[src/smr_pkg.sv]
/*
  constants for the servo monitor readback bank: variable selectors,
  word layout and reset values.
  assumes the includer runs on one clock with an active-low reset.
*/
package smr_pkg;

  localparam int SMR_SEL_W  = 5;
  localparam int SMR_WORD_W = 32;
  localparam int SMR_HALF_W = 16;
  localparam int SMR_CUR_W  = 16;
  localparam int SMR_HALL_W = 3;
  localparam int SMR_PH_W   = 3;

  // 16.16 fixed point: integer part in the high half, fraction * 65536 in the low half
  localparam int SMR_FRAC_POS = 16;
  localparam int SMR_INT_POS  = 16;

  localparam logic [SMR_SEL_W-1:0] SMR_VAR_CMD_LO   = 5'h00;
  localparam logic [SMR_SEL_W-1:0] SMR_VAR_CMD_HI   = 5'h01;
  localparam logic [SMR_SEL_W-1:0] SMR_VAR_FB_LO    = 5'h02;
  localparam logic [SMR_SEL_W-1:0] SMR_VAR_FB_HI    = 5'h03;
  localparam logic [SMR_SEL_W-1:0] SMR_VAR_PD_LO    = 5'h04;
  localparam logic [SMR_SEL_W-1:0] SMR_VAR_PD_HI    = 5'h05;
  localparam logic [SMR_SEL_W-1:0] SMR_VAR_VD_LO    = 5'h06;
  localparam logic [SMR_SEL_W-1:0] SMR_VAR_VD_HI    = 5'h07;
  localparam logic [SMR_SEL_W-1:0] SMR_VAR_FLUX_CUR = 5'h08;
  localparam logic [SMR_SEL_W-1:0] SMR_VAR_FLUX_VLT = 5'h09;
  localparam logic [SMR_SEL_W-1:0] SMR_VAR_HALL     = 5'h0a;
  localparam logic [SMR_SEL_W-1:0] SMR_VAR_PHASE    = 5'h0b;
  localparam logic [SMR_SEL_W-1:0] SMR_VAR_CUR_U    = 5'h0c;
  localparam logic [SMR_SEL_W-1:0] SMR_VAR_CUR_V    = 5'h0d;
  localparam logic [SMR_SEL_W-1:0] SMR_VAR_CUR_W    = 5'h0e;
  localparam logic [SMR_SEL_W-1:0] SMR_VAR_POS_LO   = 5'h0f;
  localparam logic [SMR_SEL_W-1:0] SMR_VAR_POS_HI   = 5'h10;

  localparam logic [SMR_WORD_W-1:0] SMR_WORD_RST  = 32'h0000_0000;
  localparam logic [SMR_CUR_W-1:0]  SMR_CUR_RST   = 16'h0000;
  localparam logic [SMR_HALL_W-1:0] SMR_HALL_RST  = 3'h0;
  localparam logic [SMR_PH_W-1:0]   SMR_PH_RST    = 3'h0;
  localparam logic [SMR_PH_W-1:0]   SMR_PH_MAX    = 3'h5;

endpackage

[src/smr_hall_if.sv]
/*
  carrier between the readback bank and its hall decoder.
  assumes both ends sit in the same clock domain.
*/
interface smr_hall_if;
  import smr_pkg::*;

  logic [SMR_HALL_W-1:0] halls;
  logic [SMR_PH_W-1:0]   phase;
  logic                  legal;

  modport bank (output halls, input phase, input legal);
  modport dec  (input halls, output phase, output legal);
endinterface

[src/smr_hall_decode.sv]
/*
  hall code to motor phase decoder, purely combinational.
  assumes halls are ordered {third, second, first}.
*/
module smr_hall_decode
(
  smr_hall_if.dec hif
);
  import smr_pkg::*;

  always_comb
  begin
    hif.legal = 1'b1;
    unique case (hif.halls)
      3'h1:    hif.phase = 3'h0;
      3'h3:    hif.phase = 3'h1;
      3'h2:    hif.phase = 3'h2;
      3'h6:    hif.phase = 3'h3;
      3'h4:    hif.phase = 3'h4;
      3'h5:    hif.phase = 3'h5;
      default:
      begin
        // all-low or all-high means a broken sensor; the bank keeps the last phase
        hif.phase = SMR_PH_RST;
        hif.legal = 1'b0;
      end
    endcase
  end

endmodule

[src/smr_top.sv]
/*
  read-only monitoring bank of a servo drive: snapshots loop values on a
  control-cycle strobe and answers selector reads one cycle later.
  assumes all inputs are synchronous to mclk and stable at the sample strobe.
*/
module smr_top
#(
  parameter int WORD_W = 32,
  parameter int CUR_W  = 16
)
(
  input  wire logic                             mclk,
  input  wire logic                             nrst,
  input  wire logic                             sample,
  input  wire logic [smr_pkg::SMR_WORD_W-1:0]   filtered_command,
  input  wire logic [smr_pkg::SMR_WORD_W-1:0]   filtered_feedback,
  input  wire logic [smr_pkg::SMR_WORD_W-1:0]   position_derivative,
  input  wire logic [smr_pkg::SMR_WORD_W-1:0]   velocity_derivative,
  input  wire logic                             sine_mode,
  input  wire logic [smr_pkg::SMR_CUR_W-1:0]    flux_current_in,
  input  wire logic [smr_pkg::SMR_CUR_W-1:0]    flux_voltage_in,
  input  wire logic                             hall_input_one,
  input  wire logic                             hall_input_two,
  input  wire logic                             hall_input_three,
  input  wire logic [smr_pkg::SMR_CUR_W-1:0]    phase_u_in,
  input  wire logic [smr_pkg::SMR_CUR_W-1:0]    phase_v_in,
  input  wire logic [smr_pkg::SMR_CUR_W-1:0]    phase_w_in,
  input  wire logic                             analog_pos_fb_en,
  input  wire logic [smr_pkg::SMR_WORD_W-1:0]   encoder_position,
  input  wire logic [smr_pkg::SMR_WORD_W-1:0]   analog_position,
  input  wire logic                             rd_en,
  input  wire logic [smr_pkg::SMR_SEL_W-1:0]    rd_sel,
  input  wire logic                             gather_mode,
  input  wire logic                             wr_en,
  output      logic [smr_pkg::SMR_WORD_W-1:0]   rd_data_r,
  output      logic                             rd_valid_r,
  output      logic                             rd_miss_r,
  output      logic                             wr_refused_r,
  output      logic                             hall_fault_r
);
  import smr_pkg::*;

  if (WORD_W != SMR_WORD_W || CUR_W != SMR_CUR_W)
  begin : g_chk
    $error("smr_top serves only 32-bit words and 16-bit currents");
  end

  logic                  rst_meta_r;
  logic                  rst_n_s;
  logic [WORD_W-1:0]     cmd_r;
  logic [WORD_W-1:0]     fb_r;
  logic [WORD_W-1:0]     pd_r;
  logic [WORD_W-1:0]     vd_r;
  logic [CUR_W-1:0]      flux_cur_r;
  logic [CUR_W-1:0]      flux_vlt_r;
  logic [SMR_HALL_W-1:0] hall_snapshot_r;
  logic [SMR_PH_W-1:0]   motor_phase_index_r;
  logic [CUR_W-1:0]      phase_u_current_r;
  logic [CUR_W-1:0]      phase_v_current_r;
  logic [CUR_W-1:0]      phase_w_current_r;
  logic [WORD_W-1:0]     pos_r;
  logic [WORD_W-1:0]     rd_data_nxt;
  logic                  rd_miss_nxt;

  smr_hall_if hif ();

  smr_hall_decode u_dec
  (
    .hif (hif.dec)
  );

  always_ff @(posedge mclk or negedge nrst)
  begin
    if (!nrst)
    begin
      rst_meta_r <= 1'b0;
      rst_n_s    <= 1'b0;
    end
    else
    begin
      rst_meta_r <= 1'b1;
      rst_n_s    <= rst_meta_r;
    end
  end

  // third sensor in the top bit
  assign hif.halls = {hall_input_three, hall_input_two, hall_input_one};

  // high word in both modes: integer part, sign extended
  function automatic logic [SMR_WORD_W-1:0] int_part(input logic [SMR_WORD_W-1:0] v);
    int_part = {{SMR_HALF_W{v[SMR_WORD_W-1]}}, v[SMR_WORD_W-1:SMR_INT_POS]};
  endfunction

  // low word: the whole value outside gathering, only the low half when gathered
  function automatic logic [SMR_WORD_W-1:0] low_word(input logic [SMR_WORD_W-1:0] v, input logic g);
    low_word = g ? {{SMR_HALF_W{1'b0}}, v[SMR_FRAC_POS-1:0]} : v;
  endfunction

  function automatic logic [SMR_WORD_W-1:0] sext16(input logic [SMR_CUR_W-1:0] v);
    sext16 = {{(SMR_WORD_W-SMR_CUR_W){v[SMR_CUR_W-1]}}, v};
  endfunction

  // one strobe latches every word, so word pairs never tear across cycles
  always_ff @(posedge mclk or negedge rst_n_s)
  begin
    if (!rst_n_s)
    begin
      cmd_r <= SMR_WORD_RST;
      fb_r  <= SMR_WORD_RST;
      pd_r  <= SMR_WORD_RST;
      vd_r  <= SMR_WORD_RST;
    end
    else if (sample)
    begin
      cmd_r <= filtered_command;
      fb_r  <= filtered_feedback;
      pd_r  <= position_derivative;
      vd_r  <= velocity_derivative;
    end
  end

  // position source follows analog feedback enable
  always_ff @(posedge mclk or negedge rst_n_s)
  begin
    if (!rst_n_s)
      pos_r <= SMR_WORD_RST;
    else if (sample)
      pos_r <= analog_pos_fb_en ? analog_position : encoder_position;
  end

  // flux current only meaningful in sine mode; trapezoidal reads zero
  always_ff @(posedge mclk or negedge rst_n_s)
  begin
    if (!rst_n_s)
    begin
      flux_cur_r <= SMR_CUR_RST;
      flux_vlt_r <= SMR_CUR_RST;
    end
    else if (sample)
    begin
      flux_cur_r <= sine_mode ? flux_current_in : SMR_CUR_RST;
      flux_vlt_r <= sine_mode ? flux_voltage_in : SMR_CUR_RST;
    end
  end

  // raw hall bits; phase held over an illegal code
  always_ff @(posedge mclk or negedge rst_n_s)
  begin
    if (!rst_n_s)
    begin
      hall_snapshot_r     <= SMR_HALL_RST;
      motor_phase_index_r <= SMR_PH_RST;
      hall_fault_r        <= 1'b0;
    end
    else if (sample)
    begin
      hall_snapshot_r <= hif.halls;
      hall_fault_r    <= !hif.legal;
      if (hif.legal)
        motor_phase_index_r <= hif.phase;
    end
  end

  // phase currents stored as signed 16-bit
  always_ff @(posedge mclk or negedge rst_n_s)
  begin
    if (!rst_n_s)
    begin
      phase_u_current_r <= SMR_CUR_RST;
      phase_v_current_r <= SMR_CUR_RST;
      phase_w_current_r <= SMR_CUR_RST;
    end
    else if (sample)
    begin
      phase_u_current_r <= phase_u_in;
      phase_v_current_r <= phase_v_in;
      phase_w_current_r <= phase_w_in;
    end
  end

  always_comb
  begin
    rd_miss_nxt = 1'b0;
    rd_data_nxt = SMR_WORD_RST;
    unique case (rd_sel)
      SMR_VAR_CMD_LO:   rd_data_nxt = low_word(cmd_r, gather_mode);
      SMR_VAR_CMD_HI:   rd_data_nxt = int_part(cmd_r);
      SMR_VAR_FB_LO:    rd_data_nxt = low_word(fb_r, gather_mode);
      SMR_VAR_FB_HI:    rd_data_nxt = int_part(fb_r);
      SMR_VAR_PD_LO:    rd_data_nxt = low_word(pd_r, gather_mode);
      SMR_VAR_PD_HI:    rd_data_nxt = int_part(pd_r);
      SMR_VAR_VD_LO:    rd_data_nxt = low_word(vd_r, gather_mode);
      SMR_VAR_VD_HI:    rd_data_nxt = int_part(vd_r);
      SMR_VAR_FLUX_CUR: rd_data_nxt = sext16(flux_cur_r);
      SMR_VAR_FLUX_VLT: rd_data_nxt = sext16(flux_vlt_r);
      SMR_VAR_HALL:     rd_data_nxt = {{(SMR_WORD_W-SMR_HALL_W){1'b0}}, hall_snapshot_r};
      SMR_VAR_PHASE:    rd_data_nxt = {{(SMR_WORD_W-SMR_PH_W){1'b0}}, motor_phase_index_r};
      SMR_VAR_CUR_U:    rd_data_nxt = sext16(phase_u_current_r);
      SMR_VAR_CUR_V:    rd_data_nxt = sext16(phase_v_current_r);
      SMR_VAR_CUR_W:    rd_data_nxt = sext16(phase_w_current_r);
      // low word combined outside gathering; gatherers take both
      SMR_VAR_POS_LO:   rd_data_nxt = low_word(pos_r, gather_mode);
      SMR_VAR_POS_HI:   rd_data_nxt = int_part(pos_r);
      default:          rd_miss_nxt = 1'b1;
    endcase
  end

  always_ff @(posedge mclk or negedge rst_n_s)
  begin
    if (!rst_n_s)
    begin
      rd_data_r  <= SMR_WORD_RST;
      rd_valid_r <= 1'b0;
      rd_miss_r  <= 1'b0;
    end
    else
    begin
      rd_valid_r <= rd_en;
      rd_miss_r  <= rd_en && rd_miss_nxt;
      if (rd_en)
        rd_data_r <= rd_data_nxt;
    end
  end

  // nothing in the bank is writable; a write only raises a one-cycle refusal
  always_ff @(posedge mclk or negedge rst_n_s)
  begin
    if (!rst_n_s)
      wr_refused_r <= 1'b0;
    else
      wr_refused_r <= wr_en;
  end
endmodule

[config.mk]
export PLATFORM = sky130hd
export DESIGN_NAME = smr_top
export DESIGN_NICKNAME = d
export VERILOG_FILES = /design/src/smr_pkg.sv /design/src/smr_hall_if.sv /design/src/smr_hall_decode.sv /design/src/smr_top.sv
export SDC_FILE = /design/constraint.sdc
export NUM_CORES = 1
export LEC_CHECK = 0
export BUFFER_PORTS_ARGS = -buffer_cell sky130_fd_sc_hd__buf_2
export CORE_MARGIN = 3
export CORE_UTILIZATION = 50
export DETAILED_ROUTE_END_ITERATION = 10
export PLACE_DENSITY = 0.78
export SLEW_MARGIN = 5
export SYNTH_ARGS = -nofsm -noshare
export SYNTH_HDL_FRONTEND = slang
export SYNTH_HIERARCHICAL = 1
export SYNTH_SLANG_ARGS = --single-unit
[constraint.sdc]
create_clock -name mclk -period 9.89 [get_ports mclk]
set_clock_uncertainty 0.2 [all_clocks]
set_input_delay 0.4945 -clock mclk [delete_from_list [all_inputs] [get_ports mclk]]
set_output_delay 0.4945 -clock mclk [all_outputs]
set_load 0.1 [all_outputs]
== Word-level counts from Yosys, hierarchy flattened ==
Cells that the tools add are included.

* Flip-flop bits (word level): 284
* Input bits: 288
* Output and inout bits: 36

* Eq/ne operators: 22
* Muxes and demuxes: 12
* Reductions and logical operators: 6

{| class="wikitable"
|+ Operators by type and width
! kind !! count
|-
| case mux 32 bit (17 select lines) || 1
|-
| two-way mux 32 bit || 6
|-
| == test 5 x 4 -> 1 bit, second input constant || 8
|-
| two-way mux 16 bit || 2
|-
| == test 5 x 3 -> 1 bit, second input constant || 4
|-
| OR reduction 17 bit || 1
|-
| case mux 3 bit (5 select lines) || 1
|-
| == test 5 x 2 -> 1 bit, second input constant || 2
|-
| == test 3 bit, second input constant || 3
|-
| == test 3 x 2 -> 1 bit, second input constant || 2
|-
| OR reduction 6 bit || 1
|-
| == test 5 x 1 -> 1 bit, second input constant || 1
|-
| == test 5 bit, second input constant || 1
|-
| logical NOT 5 bit || 1
|-
| == test 3 x 1 -> 1 bit, second input constant || 1
|-
| two-way mux 1 bit || 2
|-
| AND reduction 2 bit || 1
|-
| logical AND 1 bit || 1
|-
| logical NOT 1 bit || 1
|}

== Depth between registers and ports, before layout ==
Gate-level depths: netlist of the first run.

* Depth after elaboration: 4
* Mapped depth: 8

== Modules after synthesis ==
The synthesis of the first run kept the hierarchy.

{| class="wikitable"
|+ By module, submodules not included
! module !! times used !! cells an instance !! area an instance (um^2) !! seq. area each (um^2)
|-
| smr_top || 1 || 1086 || 13281.5 || 7106.8
|-
| smr_hall_decode || 1 || 8 || 47.5 || 0.0
|}

== Worst setup path before layout of the first run ==
OpenSTA, ideal clock, no wires.

* Kind: input -> register
* Start point: in rd_sel[0] (netlist bit)
* End point: reg rd_data_r[0] (netlist bit)
* Data arrival time: 1965 ps
* Required time: 9567 ps
* Setup slack: 7602 ps
* Cell stages on the path: 8
* Buffers on the path: 3
* Cells stage by stage: buf_2 > buf_2 > buf_2 > mux2i_1 > o22ai_1 > a221oi_1 > o21ai_0 > o221a_2

* Longest elaborated chain between the ends: 2

{| class="wikitable"
|+ RTL lines
! item !! line !! source
|-
| start, declared || smr_top.sv:32 || <nowiki>input wire logic [smr_pkg::SMR_SEL_W-1:0] rd_sel,</nowiki>
|-
| == test 5 bit, or another cell as far along || smr_top.sv:185 || <nowiki>unique case (rd_sel)</nowiki>
|-
| case mux 32 bit (17 select lines) (*) || smr_top.sv:185 ||
|-
| end signal, assigned || smr_top.sv:221 || <nowiki>rd_data_r <= rd_data_nxt;</nowiki>
|-
| end, declared || smr_top.sv:35 || <nowiki>output logic [smr_pkg::SMR_WORD_W-1:0] rd_data_r,</nowiki>
|}

Mark *: on every way between the ends. The rest lies on a longest branch, timed or not.
A chain may end at the register's enable or synchronous reset.

== Final worst setup path of the first run ==
* Start point: in rd_sel[0] (netlist bit)
* End point: reg rd_data_r[29] (netlist bit)

The elaborated chain is that of the path after synthesis.

==> impl_metrics.ini, run 1 <==
[run_status]
status = finished clean

[setup_path]
worst-path-max-fanout = 39
arrival_ns = 3.35
crit_required_ns = 10.18
critPathKind = in2reg
r2r_end = rd_data_r[29]
path_cells = buf_2, or3b_1, nor2_2, a221oi_2, a21oi_4, a221o_1
cp-startpoint = rd_sel[0]
critPathMaxStageDelay_ns = 0.69
reg2reg_from = vd_r[31]
endpoint = rd_data_r[29]
reg2reg_depth = 5
cpLargestDelayFamily = simple AND/OR/NAND/NOR gates
r2r_setup_slack_ns = 7.78
cpMaxStageDelayCell = buf_2
cp-end-kind = flip-flop
path_depth = 6
critical_path.startpoint_type = input port
cp_num_buf_inv = 1

[layout]
register_area_mm2 = 0.00711
fillers = 1812
multi_input_area_mm2 = 0.00572
nNetsFinal = 1858
finalInstanceArea_mm2 = 0.0180
drive_gt1_frac = 0.373
area_growth_pct = 35.4

[synthesis]
synth_top_area_frac = 0.533
synth_top_flop_cell = dfrtp_1
synth_area_mm2 = 0.0133
synthAdderAreaFrac = 0
synthTopCellsByCount = 284 x dfrtp_1, 192 x mux2_2, 70 x mux2i_1
syn_inst = 1094
ys_seq_area_frac = 0.533
synthesis.nets = 1382
synth_top_area_cell = dfrtp_1
async_flop_share = 1.00
ys_types = 70
synth_edf_count = 0
synth_compound_area_frac = 0.140
ys.warnings.count = 6
syn_avg_cell_area_um2 = 12.2
synth.most_common_cell = dfrtp_1
yosys.area_share.simple = 0.0713
synth_xor_area_frac = 0.000657
synth.area.mux_share = 0.216
synth_top_family_by_area = multiplexers
synth.area.top_cells = dfrtp_1 53%, mux2_2 16%, mux2i_1 5.3%, a221o_1 2.7%, a22oi_1 2.0%
ys_ff_latch = 284

[floorplan]
pin_count = 324
num_rows = 59
die_x_um = 169
dieArea_mm2 = 0.0287
fp.coreArea_mm2 = 0.0261
initial_utilization = 0.510
die_h_um = 169

[pwr]
vdd.ir_drop.worst_v = 0.000142
power.density_mw_per_mm2 = 169
power.leakage_nw = 8.16
power.total_mw = 3.06

[timing]
slew_headroom = 0.102
setup-violations-final = 0
hold_slack_ns = 0.00538
worst_pin_slew_ns = 1.35
layout_min_cycle_time_ns = 3.06
setup_tns_ns = 0
rsz0062_at_grt = no
hold_viol = 0
final_max_slew_viol_count = 0
fmax_ghz = 0.327
post-route-period-util = 0.309

[job]
cap_violations = 0

[drt]
firstDrtPassIters = 8
wl_um = 51100
drtAntennaViolNets = 0
viasPerCell = 6.09
drtIter0Drc = 1611
num_vias = 11800
avgRoutedWirePerCell_um = 26.5
drc_errors = 0

[placement]
dp_hpwl_um = 32600
port_buffers = 323
placed_area_mm2 = 0.0151
place.gp.congestion = 0.943

[clock_tree]
clock_tree.buffer_depth = 3
tritoncts = yes
clk_pin_slew_ns = 0.06
cts_root_buffer = clkbuf_16
cts_buffers = 29
clk_latency_ns = 0.55
numClockSinks = 284
postCtsSetupRepairBufs = 0
ctsHoldBuffers = 198
htreeDepth = 1
cts_resized = 0

[global_route]
grt_overflow = 0
antenna_found_initial = 4
grt_max_degree = 159
grt_pass1_vias = 12200
grt_usage = 0.343
grt_pass1_wl_um = 74300

[min_path]
hp-start = flux_current_in[2]
hold_path.class = in2reg
cell usage in the layout, fill, tap and decap left out, types with 9 or more instances in the layout:
master	instances
clkbuf_16	29
mux2i_1	70
nand2_1	16
o2bb2ai_1	17
clkbuf_8	9
a221o_1	36
inv_1	35
a21oi_1	51
dfrtp_1	283
o21ai_0	39
a32oi_1	16
nand3_1	39
dlygate4sd3_1	198
a22oi_1	35
nor2_1	50
and3_1	9
buf_2	322
mux2_2	192
flip-flops by register name, summed over array words and instances, names as in the netlist, 3 cells and up:
name and flops:
hall_snapshot_r 3, cmd_r 32, pd_r 32, vd_r 32, phase_u_current_r 16, phase_v_current_r 16, flux_cur_r 16, motor_phase_index_r 3
flux_vlt_r 16, fb_r 32, phase_w_current_r 16, pos_r 32, rd_data_r 32
worst min-delay path by stage:
stage                                to  depth (start not counted)
after floorplan              rst_meta_r                          0
after global placement       rst_meta_r                          1
after detailed placement     rst_meta_r                          1
after global routing      flux_cur_r[2]                          3
final                     flux_cur_r[2]                          3
after CTS                 flux_cur_r[6]                          3
metrics by stage:
stage | setup slack [ns] | util | std cells
4_1_cts | 6.94 | 0.690 | 1927
6_report | 6.83 | 0.690 | 1929
3_5_place_dp | 6.39 | 0.577 | 1676
2_1_floorplan | 1.19 | - | 1094
5_1_grt | 6.75 | 0.690 | 1928
3_3_place_gp | 6.54 | 0.577 | 1676
final cells by class:
cell class,count,share of cell area
tap,335,0.0232
inverter,36,0.00749
multi-input combinational,691,0.317
timing repair buffer,528,0.204
sequential,284,0.394
clock buffer,42,0.0479
clock inverter,11,0.00645
antenna,2,0.000277
worst reg2reg max path, stage by stage (launching register included):
cell	delay, ns
dfrtp_1	0.44
mux2i_1	0.24
o32ai_1	0.18
a2111oi_4	0.41
a21oi_4	0.20
a221o_1	0.31
per-layer routing:
metal | GRT usage | up-vias | part of all wire
met3 | 0.0659 | 145 | 0.085
met2 | 0.582 | 666 | 0.49
met1 | 0.447 | 5866 | 0.39
met4 | 0.114 | 6 | 0.039
li1 | - | 5069 | -
met5 | 0 | - | 0.00078
cell families after synthesis:
family          Yosys count
compound gates          249
xor+xnor                  1
buf+inv                 119
other cells               1
flops                   284
mux                     263
simple gates            177
power breakdown:
group | total (mW) | leakage, nW | switching, mW | internal, mW
Combinational | 0.525 | 4.27 | 0.292 | 0.233
Sequential | 1.40 | 3.41 | 0.122 | 1.27
Clock | 1.14 | 0.480 | 0.478 | 0.658
Total | 3.06 | 8.16 | 0.892 | 2.16
Power figures use the tool's default switching activity.
==> inputs of run 2 (changes only) <==
- clock period: 9.89 -> 2.9 ns (I/O delays scaled with it)
==> impl_metrics.ini, run 2 <==
[synthesis]
syn_avg_cell_area_um2 = 12.2
ys_types = 70
synth_edf_count = 0
synthesis.nets = 1382
async_flop_share = 1.00
synthTopCellsByCount = 284 x dfrtp_1, 192 x mux2_2, 70 x mux2i_1
synth_top_area_cell = dfrtp_1
ys_seq_area_frac = 0.533
synth_top_flop_cell = dfrtp_1
ys_ff_latch = 284
ys.warnings.count = 6
synth.most_common_cell = dfrtp_1
synth.area.top_cells = dfrtp_1 53%, mux2_2 16%, mux2i_1 5.3%, a221o_1 2.7%, a22oi_1 2.0%
synth_area_mm2 = 0.0133
syn_inst = 1094
synth_top_area_frac = 0.533

[clock_tree]
cts_buffers = 29
ctsHoldBuffers = 357
htreeDepth = 1
numClockSinks = 284
clock_tree.buffer_depth = 3
postCtsSetupRepairBufs = 0
cts_root_buffer = clkbuf_16
cts_resized = 0

[floorplan]
die_x_um = 169
die_h_um = 169
pin_count = 324
num_rows = 59
initial_utilization = 0.510

[run_status]
tool.error = [ERROR RSZ-0060] Max buffer count reached.
status = stopped before the end
lastStage = clock tree synthesis (4_1_cts)

[placement]
place_inst = 1725
port_buffers = 323
dpl_worst_slack_ns = 0.313
dp_hpwl_um = 35200
place.gp.congestion = 1.05
## run 2: cell counts after synthesis
No cell type changed its count.
## run 2: kinds of logic after synthesis
| kind of cell | Yosys count | share of synthesized area |
|---|---|---|
| flip-flops | 284 | 0.533 |
| multiplexers | 263 | 0.216 |
| AO/OA/AOI/OAI | 249 | 0.140 |
| AND/OR/NAND/NOR | 177 | 0.0713 |
| buffers and inverters | 119 | 0.0379 |
| XOR/XNOR | 1 | 0.000657 |
| other | 1 | 0.000281 |
## run 2: per-stage QoR
step                TNS, ns  area (um^2)  hold slack, ns
global placement          0        15500          -0.268
detailed placement        0        15500          -0.267
floorplan            -37.91        13300          -0.351
==> inputs of run 3 (changes only) <==
- CORE_UTILIZATION: 50 -> 35
- PLACE_DENSITY: 0.78 -> not set
- PLACE_DENSITY_LB_ADDON: not set -> 0.15
==> impl_metrics.ini, run 3 (synthesis results as in run 1) <==
[placement]
place.gp.congestion = 0.922
port_buffers = 323
dp_hpwl_um = 39500
dpl_worst_slack_ns = 0.195
placed_area_mm2 = 0.0157

[pwr]
power.total_mw = 10.8
power.leakage_nw = 9.06
vdd.ir_drop.worst_v = 0.000462
power.density_mw_per_mm2 = 530

[setup_path]
critPathKind = in2reg
critPathMaxStageDelay_ns = 0.51
cpMaxStageDelayCell = dlygate4sd3_1
cpLargestDelayFamily = compound AO/OA/AOI/OAI gates
crit_required_ns = 3.17
critical_path.startpoint_type = input port
cp_num_buf_inv = 2
path_cells = dlygate4sd3_1, buf_2, or3b_1, nor2_2, a222oi_1, o2111ai_1, a221o_1
arrival_ns = 2.99
cp-end-kind = flip-flop
r2r_setup_slack_ns = 0.48
worst-path-max-fanout = 23

[drt]
drc_errors = 0
viasPerCell = 5.31
drtIter0Drc = 1012
avgRoutedWirePerCell_um = 24.1
firstDrtPassIters = 7
wl_um = 55700
num_vias = 12300
drtAntennaViolNets = 0

[timing]
rsz0062_at_grt = no
hold_slack_ns = 0.0209
slew_headroom = 0.389
setup_slack_ns = 0.178
hold_viol = 0
fmax_ghz = 0.367
worst_pin_slew_ns = 0.910
post-route-period-util = 0.939
final_max_slew_viol_count = 0
layout_min_cycle_time_ns = 2.72
setup-violations-final = 0

[clock_tree]
numClockSinks = 284
clock_tree.buffer_depth = 3
clk_pin_slew_ns = 0.06
cts_root_buffer = clkbuf_16
cts_buffers = 31
tritoncts = yes
htreeDepth = 1
clk_latency_ns = 0.60
cts_resized = 0

[layout]
finalInstanceArea_mm2 = 0.0203
final_common_cell = dlygate4sd3_1
final_cell_mix = 358 x dlygate4sd3_1, 322 x buf_2, 283 x dfrtp_1, 192 x mux2_2, 70 x mux2i_1
diodes = 0
nNetsFinal = 2068
drive_gt1_frac = 0.358
area_growth_pct = 52.4

[floorplan]
dieArea_mm2 = 0.0405
die_h_um = 201
fp.coreArea_mm2 = 0.0370
pin_count = 324
num_rows = 70
die_x_um = 201
initial_utilization = 0.360

[run_status]
status = finished clean

[global_route]
antenna_found_initial = 2
grt_pass1_vias = 13000
grt_pass1_wl_um = 82500
grt_overflow = 0
grt_max_degree = 97
grt_usage = 0.269

[min_path]
hold_path.class = in2reg

[job]
cap_violations = 0
==> run 3: per-layer routing <==
layer,vias to the layer above,track usage,wire (um)
met2,535,0.433,26100
met5,-,0,16
met4,2,0.0871,2040
li1,5497,-,-
met1,6119,0.361,23300
met3,107,0.0589,4260
==> run 3: worst paths after layout <==
check | from | end | cells past startpoint
worst max-delay path | rd_sel[3] | rd_data_r[12] | 7
worst min-delay path | sine_mode | flux_vlt_r[10] | 3
worst max register to register | flux_vlt_r[14] | rd_data_r[14] | 5
worst min register to register | rst_meta_r | rst_n_s | 0
max in group asynchronous | rst_n_s | pd_r[15] | 1
min in group asynchronous | nrst | rst_n_s | 3
==> run 3: per-stage QoR <==
step	utilization	setup TNS, ns	std cells
CTS	0.548	0	2309
global placement	0.424	0	1893
detailed placement	0.424	0	1893
finish	0.548	0	2309
floorplan	-	-37.91	1094
global route	0.548	0	2309
==> run 3: final cells by class <==
cell class / count / area (um^2)
Multi-Input combinational cell: 691 / 5720
Timing Repair Buffer: 736 / 5710
Fill cell: 3204 / 16700
Clock inverter: 13 / 103
Inverter: 36 / 135
Clock buffer: 45 / 908
Sequential cell: 284 / 7110
Tap cell: 504 / 631
==> run 3: power breakdown <==
group / switching (mW) / internal [mW]
registers: 0.419 / 4.35
clock network: 1.69 / 2.26
logic: 1.04 / 1.02
==> run 3: what timing repair did <==
item                                   CTS  global route
setup endpoints to repair                0             0
buffers inserted                         0             0
endpoints found under the hold margin  276             0
hold buffers                           358             0
==> run 3: worst register-to-register path, cell delays in order (launching register included) <==
cell and delay (ns):
dfrtp_1 0.38, mux2i_1 0.29, o22ai_1 0.13, a222oi_1 0.59
nand4_1 0.31, a221o_1 0.40
